--- src/common/sfcra_cfg.svh ---
// Purpose: constants for the serial flash command front end
// Assumes: single-line transfers only; mode 0 sampling
// Notes: opcodes, phase counts and array limits
`ifndef SFCRA_CFG_SVH
`define SFCRA_CFG_SVH
`define SFCRA_OP_READ 8'h03
`define SFCRA_OP_FREAD 8'h0B
`define SFCRA_OP_RDSR1 8'h05
`define SFCRA_OP_RDSR2 8'h35
`define SFCRA_OP_RDSR3 8'h15
`define SFCRA_OP_WRSR1 8'h01
`define SFCRA_OP_WRSR2 8'h31
`define SFCRA_OP_WRSR3 8'h11
`define SFCRA_OP_SFDP 8'h5A
`define SFCRA_OP_UID 8'h4B
`define SFCRA_OP_PP 8'h02
`define SFCRA_OP_QPP 8'h32
`define SFCRA_OP_BE4 8'h20
`define SFCRA_OP_BE32 8'h52
`define SFCRA_OP_BE64 8'hD8
`define SFCRA_OP_CE1 8'hC7
`define SFCRA_OP_CE2 8'h60
`define SFCRA_OP_SUSP 8'h75
`define SFCRA_OP_RESM 8'h7A
`define SFCRA_OP_SECER 8'h44
`define SFCRA_OP_SECPG 8'h42
`define SFCRA_OP_SECRD 8'h48
`define SFCRA_OP_MID 8'h90
`define SFCRA_OP_MID2 8'h92
`define SFCRA_OP_MID4 8'h94
`define SFCRA_OP_JID 8'h9F
`define SFCRA_OP_BITS 6'h08
`define SFCRA_ADDR_BITS 6'h18
`define SFCRA_DUMMY_BYTE 6'h08
`define SFCRA_DUMMY_UID 6'h20
`define SFCRA_ADDR_TOP 19'h7FFFF
`define SFCRA_ADDR_W 19
`endif

--- src/common/sfcra_pkg.sv ---
// Purpose: shared types of the serial flash command front end
// Assumes: nothing beyond the config header
// Notes: phase state and command class
package sfcra_pkg;
  typedef enum logic [5:0] {
    SFCRA_IDLE = 6'h01,
    SFCRA_OPC = 6'h02,
    SFCRA_ADR = 6'h04,
    SFCRA_DUM = 6'h08,
    SFCRA_DAT = 6'h10,
    SFCRA_IGN = 6'h20
  } sfcra_phase_e;
  typedef enum logic [3:0] {
    SFCRA_C_NONE = 4'h0,
    SFCRA_C_ARRAY = 4'h1,
    SFCRA_C_RDSR = 4'h2,
    SFCRA_C_WRSR = 4'h3,
    SFCRA_C_SFDP = 4'h4,
    SFCRA_C_UID = 4'h5,
    SFCRA_C_ADRONLY = 4'h6,
    SFCRA_C_OPONLY = 4'h7,
    SFCRA_C_ADRDATA = 4'h8,
    SFCRA_C_JID = 4'h9
  } sfcra_cls_e;
endpackage

--- src/hw/sfcra_sync.sv ---
// Purpose: two-stage synchroniser for pin inputs
// Assumes: inputs asynchronous to core_clk_i
// Notes: first stage is read only by the second
`timescale 1ns/10ps
module sfcra_sync (
  input wire logic core_clk_i,
  input wire logic rst_i,
  input wire logic [2:0] pin_i,
  output logic [2:0] sync_o
);
  logic [2:0] meta;
  // Pins settle here before any logic sees them
  always_ff @(posedge core_clk_i or posedge rst_i) begin
    if (rst_i) begin
      meta <= 3'h4; // Idle pins: deselected, clock low
      sync_o <= 3'h4; // Matches edge finder reset, no false edge
    end else begin
      meta <= pin_i;
      sync_o <= meta;
    end
  end
endmodule

--- src/hw/sfcra_front.sv ---
// Purpose: single-line SPI command front end of a serial flash
// Assumes: SPI mode 0; serial clock oversampled by core_clk_i
// Notes: array and status storage sit outside; reads via array port
`timescale 1ns/10ps
`include "sfcra_cfg.svh"
module sfcra_front
  import sfcra_pkg::*;
(
  input wire logic core_clk_i,
  input wire logic rst_i,
  input wire logic cs_n_i,
  input wire logic sck_i,
  input wire logic si_i,
  output logic so_o,
  output logic so_oe_o,
  output logic [`SFCRA_ADDR_W-1:0] rd_addr_o,
  input wire logic [7:0] rd_data_i,
  input wire logic [7:0] stat1_i,
  input wire logic [7:0] stat2_i,
  input wire logic [7:0] stat3_i,
  input wire logic [7:0] id_data_i,
  output logic [1:0] st_wr_sel_o,
  output logic [7:0] st_wr_data_o,
  output logic st_wr_o,
  output logic [7:0] cmd_op_o,
  output logic [23:0] cmd_addr_o,
  output logic cmd_o,
  output logic [7:0] wr_data_o,
  output logic wr_o
);
  logic [2:0] pins;
  logic cs_n;
  logic sck;
  logic si;
  logic sck_d;
  logic rise;
  logic fall;
  sfcra_phase_e phase;
  sfcra_cls_e cls;
  logic [5:0] cnt;
  logic [7:0] op;
  logic [23:0] adr;
  logic [7:0] shin;
  logic [7:0] shout;
  logic [2:0] bitn;
  logic got_data;
  // Classify an opcode; used on the final opcode bit
  function automatic sfcra_cls_e op_class(input logic [7:0] o);
    case (o)
      `SFCRA_OP_READ, `SFCRA_OP_FREAD: op_class = SFCRA_C_ARRAY;
      `SFCRA_OP_RDSR1, `SFCRA_OP_RDSR2,
      `SFCRA_OP_RDSR3: op_class = SFCRA_C_RDSR;
      `SFCRA_OP_WRSR1, `SFCRA_OP_WRSR2,
      `SFCRA_OP_WRSR3: op_class = SFCRA_C_WRSR;
      `SFCRA_OP_SFDP, `SFCRA_OP_SECRD: op_class = SFCRA_C_SFDP;
      `SFCRA_OP_UID: op_class = SFCRA_C_UID;
      `SFCRA_OP_BE4, `SFCRA_OP_BE32, `SFCRA_OP_BE64,
      `SFCRA_OP_SECER: op_class = SFCRA_C_ADRONLY;
      `SFCRA_OP_CE1, `SFCRA_OP_CE2, `SFCRA_OP_SUSP,
      `SFCRA_OP_RESM: op_class = SFCRA_C_OPONLY;
      `SFCRA_OP_PP, `SFCRA_OP_QPP, `SFCRA_OP_SECPG,
      `SFCRA_OP_MID, `SFCRA_OP_MID2,
      `SFCRA_OP_MID4: op_class = SFCRA_C_ADRDATA;
      `SFCRA_OP_JID: op_class = SFCRA_C_JID;
      default: op_class = SFCRA_C_NONE;
    endcase
  endfunction

  // Select the status byte an opcode names
  function automatic logic [1:0] sr_sel(input logic [7:0] o);
    case (o)
      `SFCRA_OP_RDSR2, `SFCRA_OP_WRSR2: sr_sel = 2'h1;
      `SFCRA_OP_RDSR3, `SFCRA_OP_WRSR3: sr_sel = 2'h2;
      default: sr_sel = 2'h0;
    endcase
  endfunction
  sfcra_sync u_sync (
    .core_clk_i(core_clk_i),
    .rst_i(rst_i),
    .pin_i({cs_n_i, sck_i, si_i}),
    .sync_o(pins)
  );
  assign cs_n = pins[2];
  assign sck = pins[1];
  assign si = pins[0];
  assign rise = sck & ~sck_d & ~cs_n;
  assign fall = ~sck & sck_d & ~cs_n;
  // Edge finder on the synchronised serial clock
  always_ff @(posedge core_clk_i or posedge rst_i) begin
    if (rst_i) begin
      sck_d <= 1'b0;
    end else begin
      sck_d <= sck;
    end
  end
  logic [7:0] shin_n;
  assign shin_n = {shin[6:0], si};
  // Phase sequencer; deselect always returns to idle
  always_ff @(posedge core_clk_i or posedge rst_i) begin
    if (rst_i) begin
      phase <= SFCRA_IDLE;
      cls <= SFCRA_C_NONE;
      cnt <= 6'h00;
      op <= 8'h00;
      adr <= 24'h000000;
      shin <= 8'h00;
    end else if (cs_n) begin
      phase <= SFCRA_IDLE;
      cnt <= 6'h00;
    end else if (phase == SFCRA_IDLE) begin
      phase <= SFCRA_OPC;
      cnt <= 6'h00;
    end else if (rise) begin
      shin <= shin_n;
      unique case (phase)
        SFCRA_OPC: begin
          cnt <= cnt + 6'h01;
          if (cnt == `SFCRA_OP_BITS - 6'h01) begin
            op <= shin_n;
            cls <= op_class(shin_n);
            cnt <= 6'h00;
            unique case (op_class(shin_n))
              SFCRA_C_NONE: phase <= SFCRA_IGN;
              SFCRA_C_OPONLY: phase <= SFCRA_IGN;
              SFCRA_C_RDSR, SFCRA_C_WRSR,
              SFCRA_C_JID: phase <= SFCRA_DAT;
              SFCRA_C_UID: phase <= SFCRA_DUM;
              default: phase <= SFCRA_ADR;
            endcase
          end
        end
        SFCRA_ADR: begin
          adr <= {adr[22:0], si};
          cnt <= cnt + 6'h01;
          if (cnt == `SFCRA_ADDR_BITS - 6'h01) begin
            cnt <= 6'h00;
            if (cls == SFCRA_C_ADRONLY)
              phase <= SFCRA_IGN;
            else if (cls == SFCRA_C_SFDP ||
                     op == `SFCRA_OP_FREAD)
              phase <= SFCRA_DUM;
            else
              phase <= SFCRA_DAT;
          end
        end
        SFCRA_DUM: begin
          cnt <= cnt + 6'h01;
          if ((cls == SFCRA_C_UID && cnt == `SFCRA_DUMMY_UID - 6'h01)
              || (cls != SFCRA_C_UID &&
                  cnt == `SFCRA_DUMMY_BYTE - 6'h01)) begin
            cnt <= 6'h00;
            phase <= SFCRA_DAT;
          end
        end
        SFCRA_DAT, SFCRA_IGN: cnt <= 6'h00;
        default: phase <= SFCRA_IGN;
      endcase
    end
  end
  // Input data bytes: count bits, report each full byte of address-data commands; status writes report only the first
  always_ff @(posedge core_clk_i or posedge rst_i) begin
    if (rst_i) begin
      bitn <= 3'h0;
      got_data <= 1'b0;
      st_wr_o <= 1'b0;
      st_wr_sel_o <= 2'h0;
      st_wr_data_o <= 8'h00;
      wr_o <= 1'b0;
      wr_data_o <= 8'h00;
    end else begin
      st_wr_o <= 1'b0;
      wr_o <= 1'b0;
      if (phase != SFCRA_DAT) begin
        bitn <= 3'h0;
        got_data <= 1'b0;
      end else if (rise) begin
        bitn <= bitn + 3'h1;
        if (bitn == 3'h7) begin
          got_data <= 1'b1;
          if (cls == SFCRA_C_WRSR && !got_data) begin
            st_wr_o <= 1'b1;
            st_wr_sel_o <= sr_sel(op);
            st_wr_data_o <= shin_n;
          end
          if (cls == SFCRA_C_ADRDATA) begin
            wr_o <= 1'b1;
            wr_data_o <= shin_n;
          end
        end
      end
    end
  end
  // Command report at deselect once opcode and address are complete
  always_ff @(posedge core_clk_i or posedge rst_i) begin
    if (rst_i) begin
      cmd_o <= 1'b0;
      cmd_op_o <= 8'h00;
      cmd_addr_o <= 24'h000000;
    end else begin
      cmd_o <= 1'b0;
      if (cs_n && phase != SFCRA_IDLE && phase != SFCRA_OPC &&
          phase != SFCRA_ADR && cls != SFCRA_C_NONE) begin
        cmd_o <= 1'b1;
        cmd_op_o <= op;
        cmd_addr_o <= adr;
      end
    end
  end
  logic rd_cls;
  assign rd_cls = (cls == SFCRA_C_ARRAY || cls == SFCRA_C_SFDP ||
                   cls == SFCRA_C_UID || cls == SFCRA_C_RDSR ||
                   cls == SFCRA_C_JID ||
                   op == `SFCRA_OP_MID || op == `SFCRA_OP_MID2 ||
                   op == `SFCRA_OP_MID4);
  // Output shifter; address counter advances per byte
  always_ff @(posedge core_clk_i or posedge rst_i) begin
    if (rst_i) begin
      shout <= 8'h00;
      rd_addr_o <= '0;
      so_oe_o <= 1'b0;
    end else if (cs_n) begin
      so_oe_o <= 1'b0;
    end else if (phase != SFCRA_DAT || !rd_cls) begin
      if (phase == SFCRA_ADR && rise) // Last bit lands this cycle
        rd_addr_o <= {adr[`SFCRA_ADDR_W-2:0], si};
      else
        rd_addr_o <= adr[`SFCRA_ADDR_W-1:0];
      so_oe_o <= 1'b0;
    end else if (fall) begin
      so_oe_o <= 1'b1;
      if (bitn == 3'h0) begin
        unique case (cls)
          SFCRA_C_RDSR: shout <= (sr_sel(op) == 2'h1) ? stat2_i :
            (sr_sel(op) == 2'h2) ? stat3_i : stat1_i;
          SFCRA_C_ARRAY: shout <= rd_data_i;
          default: shout <= id_data_i;
        endcase
        if (rd_addr_o == `SFCRA_ADDR_TOP)
          rd_addr_o <= '0;
        else
          rd_addr_o <= rd_addr_o + 1'b1;
      end else begin
        shout <= {shout[6:0], 1'b0};
      end
    end
  end
  assign so_o = shout[7];

  AST_DESEL_HIZ: assert property (@(posedge core_clk_i)
    disable iff (rst_i) cs_n |=> !so_oe_o)
    else $error("output driven while deselected");
  AST_UNKNOWN_IGN: assert property (@(posedge core_clk_i)
    disable iff (rst_i) (phase == SFCRA_IGN && !cs_n) |=>
    (phase == SFCRA_IGN || cs_n)) else $error("left ignore");
  AST_WRAP: assert property (@(posedge core_clk_i) disable iff (rst_i)
    (fall && phase == SFCRA_DAT && rd_cls && !cs_n && bitn == 3'h0 &&
     rd_addr_o == `SFCRA_ADDR_TOP) |=> rd_addr_o == '0)
    else $error("no wrap");
  AST_INCR: assert property (@(posedge core_clk_i) disable iff (rst_i)
    (fall && phase == SFCRA_DAT && rd_cls && !cs_n && bitn == 3'h0 &&
     rd_addr_o != `SFCRA_ADDR_TOP) |=> rd_addr_o == $past(rd_addr_o) + 1'b1)
    else $error("no increment");
  AST_OPC_LEN: assert property (@(posedge core_clk_i) disable iff (rst_i)
    phase == SFCRA_OPC |-> cnt < `SFCRA_OP_BITS)
    else $error("opcode too long");
  AST_ADR_LEN: assert property (@(posedge core_clk_i) disable iff (rst_i)
    phase == SFCRA_ADR |-> cnt < `SFCRA_ADDR_BITS)
    else $error("address too long");
  AST_DUM_LEN: assert property (@(posedge core_clk_i) disable iff (rst_i)
    phase == SFCRA_DUM |-> cnt < `SFCRA_DUMMY_UID)
    else $error("dummy too long");
  AST_DESEL_IDLE: assert property (@(posedge core_clk_i)
    disable iff (rst_i) cs_n |=> phase == SFCRA_IDLE)
    else $error("no idle");
endmodule

--- config.mk ---
export PLATFORM = sky130hd
export DESIGN_NAME = sfcra_front
export DESIGN_NICKNAME = d
export VERILOG_FILES = /design/src/common/sfcra_pkg.sv /design/src/hw/sfcra_sync.sv /design/src/hw/sfcra_front.sv
export VERILOG_INCLUDE_DIRS = /design/src /design/src/common
export SDC_FILE = /design/constraint.sdc
export NUM_CORES = 1
export LEC_CHECK = 0
export ABC_AREA = 0
export BUFFER_PORTS_ARGS = -buffer_cell sky130_fd_sc_hd__buf_4
export CAP_MARGIN = 10
export CORE_AREA = 4 4 133 135
export DETAILED_ROUTE_END_ITERATION = 7
export DIE_AREA = 0 0 137 139
export PLACE_DENSITY = 0.76
export SETUP_SLACK_MARGIN = 0.3
export SYNTH_ARGS = -nofsm -noshare
export SYNTH_HDL_FRONTEND = slang
export SYNTH_SLANG_ARGS = --single-unit
--- constraint.sdc ---
create_clock -name core_clk_i -period 11.2 [get_ports core_clk_i]
set_input_delay 1.12 -clock core_clk_i [delete_from_list [all_inputs] [get_ports core_clk_i]]
set_output_delay 1.12 -clock core_clk_i [all_outputs]
set_load 0.05 [all_outputs]
==> results by group <==
Power and ir drop
  – Static leakage power: ~4.3 nW
  – Total Power: 1.27 mW
  – VDD IR max: about 0.12 mV
  – PwrDens: 142 nW/um^2

Placed design
  – Detailed placement HPWL: around 12,000 um
  – RD Place Congestion: ~0.9
  – I/O Buffers: 118

Yosys
  – Synthesis-stage register bit count: between 100 and 150
  – Ys Warns: 0
  – Cells after Synth: between 700 and 800
  – Seq/Total Area, Yosys: 0.499
  – Main synth FF type: dfrtp_1
  – Number of flops mapped to enable cells by yosys: 0
  – Synth async-reset ratio: 1.00
  – Mapped Area: 7370 sq um
  – Mean Syn Cell Area: approximately 9.7 sq um
  – Net Count, Synth: a little over 800
  – Synth unique cells: 66

Worst hold path
  – Hold wc startpoint: u_sync.meta[1]$_DFF_PP0_
  – Hold WC Path Type: reg -> reg
  – Cell count of the worst hold path: 0
  – Hold path endpoint: u_sync.sync_o[1]$_DFF_PP0_

Floorplanning
  – Die Y: between 100 and 150 um
  – Ports: ~120
  – Core footprint: ~16,000 sq um
  – Die Area: between 15,000 and 20,000 sq um
  – FP Rows: 47
  – Chip Width: 137 um
  – Starting Density: 0.448

Routing
  – Initial DRC count: 537
  – Detailed Route WL: around 18,000 um
  – Routed Antenna Nets: 0
  – 1st-pass router iterations: 5
  – DRC: 0
  – WL/cell: 16.4 um
  – Via-to-Cell Ratio: about 5.6
  – Via count: 6,094

Critical path
  – Crit Path Max Fanout: 24
  – Startpoint type of the worst setup path: flip-flop
  – CP endpoint kind: flip-flop
  – Kind of critical path: reg -> reg
  – FF-to-FF Start: cls[1]$_DFFE_PP0P_
  – Critical Path AT: 3.34 ns
  – WP data required: between 10 and 15 ns
  – R2R Setup Slk: 8.16 ns
  – R2R depth: 6
  – Worst r2r dst: shout[6]$_DFFE_PP0P_

GRT
  – First-pass GRT wire length: 29,900 um
  – Largest net degree at the start of global routing: 96
  – Total GRT Usage: 0.195
  – Overflow after GRT: 0
  – Vias in the first global route: 5,871
  – Antenna violations before repair: 0

CTS
  – H-tree depth: 4
  – Clock-pin transition on the worst setup and hold timing paths: 0.06 ns
  – CTS tree: built
  – Root Buffer Master: clkbuf_16
  – Number of CTS-inserted buffers: 17
  – Cts hold-fix bufs: 0
  – Clock sink count: between 100 and 150
  – Postcts setup bufs: 0
  – Maximum root-to-sink buffer count: 2
  – Clk Latency, worst-skew pair: around 0.42 ns
  – Post-CTS Resized: 0

STA
  – Setup violators final: 0
  – Tmin final: ~3.0 ns
  – Worst Skew: between 0.008 and 0.009 ns
  – Setup TNS: 0 ns
  – RSZ-0062 raised after global routing: false
  – Hold violation count in the final report: 0
  – Least-Margin Pin Slew: about 0.96 ns
  – Relative max-transition margin: 0.354
  – Period utilisation layout: 0.271
  – Count of pins over their slew limit: 0
  – Fmax: between 300 and 400 MHz

Cells and area
  – # fillers: around 1,500
  – Number of antenna diodes: 0
  – P&R area growth vs syn: 21.7%
  – Layout cells sized above 1: 0.255
  – Area taken by multi-input logic gates: ~3400 sq um
  – Nets: 906
  – Register area: around 3700 sq um

Run
  – Max-cap viol count: 0

Outcome
  – Status: finished, final reports clean
-- metrics by stage --
step / setup slack [ns] / util / area, sq um / hold slack [ns] / cells
after detailed placement: 8.25 / 0.509 / 8380 / 0.339 / 1057
after global routing: 7.92 / 0.545 / 8970 / 0.358 / 1089
final: 8.16 / 0.545 / 8970 / 0.352 / 1089
after floorplan: 6.13 / - / 7370 / 0.331 / 760
after CTS: 8.22 / 0.545 / 8970 / 0.353 / 1089
after global placement: 8.37 / 0.509 / 8380 / 0.333 / 1057
-- area by class of cell --
cell class,instances,area share
clock buffer,22,0.0517
clock inverter,10,0.0139
inverter,17,0.00767
multi-input combinational,550,0.383
sequential,147,0.410
tap,220,0.0307
timing repair buffer,123,0.103
-- cells in the mapped netlist (7+ instances only) --
cell type | n | share of area
dfrtp_1 | 144 | 0.49
nand2_1 | 138 | 0.070
nor2_1 | 66 | 0.034
mux2_2 | 53 | 0.081
o21ai_0 | 46 | 0.031
clkbuf_1 | 35 | 0.018
nand3_1 | 27 | 0.018
nor2b_1 | 18 | 0.015
nor3_1 | 18 | 0.012
inv_1 | 17 | 0.0087
a21oi_1 | 15 | 0.010
a22o_1 | 13 | 0.015
a211oi_1 | 11 | 0.011
mux2i_1 | 10 | 0.014
a21o_1 | 8 | 0.0081
a32o_1 | 8 | 0.011
nand4_1 | 8 | 0.0068
a31oi_1 | 7 | 0.0059
and3_1 | 7 | 0.0059
buf_2 | 7 | 0.0048
o311a_1 | 7 | 0.0095
-- flip-flops by register name (all words and copies together), names as in the netlist, 2 cells and up --
| register | flops |
|---|---|
| adr | 24 |
| bitn | 3 |
| cls | 4 |
| cmd_addr_o | 24 |
| cmd_op_o | 8 |
| cnt | 6 |
| op | 8 |
| phase | 6 |
| rd_addr_o | 19 |
| shin | 7 |
| shout | 8 |
| st_wr_data_o | 8 |
| st_wr_sel_o | 2 |
| u_sync.meta | 3 |
| u_sync.sync_o | 3 |
| wr_data_o | 8 |
-- critical path, cell delays in order (launching register included) --
cell     delay [ns]
dfrtp_1        0.75
nor2b_1        0.30
nand2_1        0.26
a31o_2         0.44
nor3_2         0.82
o311a_1        0.31
nor2_1         0.04
-- where the power goes --
part           internal, mW  switching (mW)
clock network         0.342           0.227
logic                0.0488          0.0572
registers             0.545          0.0537
total                 0.936           0.337
-- how the worst max path moves through the flow --
stage	slack [ns]	start	end	cells after the start
finish	8.16	cls[1]$_DFFE_PP0P_	shout[6]$_DFFE_PP0P_	6
global route	7.92	cls[1]$_DFFE_PP0P_	shout[5]$_DFFE_PP0P_	6
CTS	8.22	cls[1]$_DFFE_PP0P_	shout[5]$_DFFE_PP0P_	6
detailed placement	8.25	cls[1]$_DFFE_PP0P_	shout[5]$_DFFE_PP0P_	6
global placement	8.37	cls[1]$_DFFE_PP0P_	shout[4]$_DFFE_PP0P_	6
floorplan	6.13	rst_i	adr[0]$_DFFE_PP0P_	1
-- logic make-up (layout without fill, tap and decap cells) --
kind of cell,after synthesis,in the layout,share of synthesized area
flops,147,147,0.499
mux,63,63,0.0945
fa+ha+maj,5,5,0.00849
simple gates,326,326,0.212
xor+xnor,7,7,0.00832
buf+inv,63,172,0.0353
compound gates,149,149,0.142
-- placed cells by master (no fill, tap or decap), drive strengths merged, types with 7 or more instances in the layout --
master	n
a211oi	12
a21o	8
a21oi	15
a22o	13
a31oi	7
a32o	8
and3	7
buf	123
clkbuf	22
dfrtp	144
inv	18
mux2	53
mux2i	10
nand2	138
nand3	28
nand4	8
nor2	67
nor2b	18
nor3	18
o21ai	46
o311a	7
-- metal layers --
layer / part of all wire / vias up / wire, um / global-route usage
li1: - / 2884 / - / -
met1: 0.44 / 2991 / 7920 / 0.275
met2: 0.48 / 198 / 8560 / 0.298
met3: 0.067 / 21 / 1210 / 0.0515
met4: 0.012 / 0 / 220 / 0.0494
met5: 0 / - / 0 / 0
Note: power is estimated with default switching activity, not from simulation.
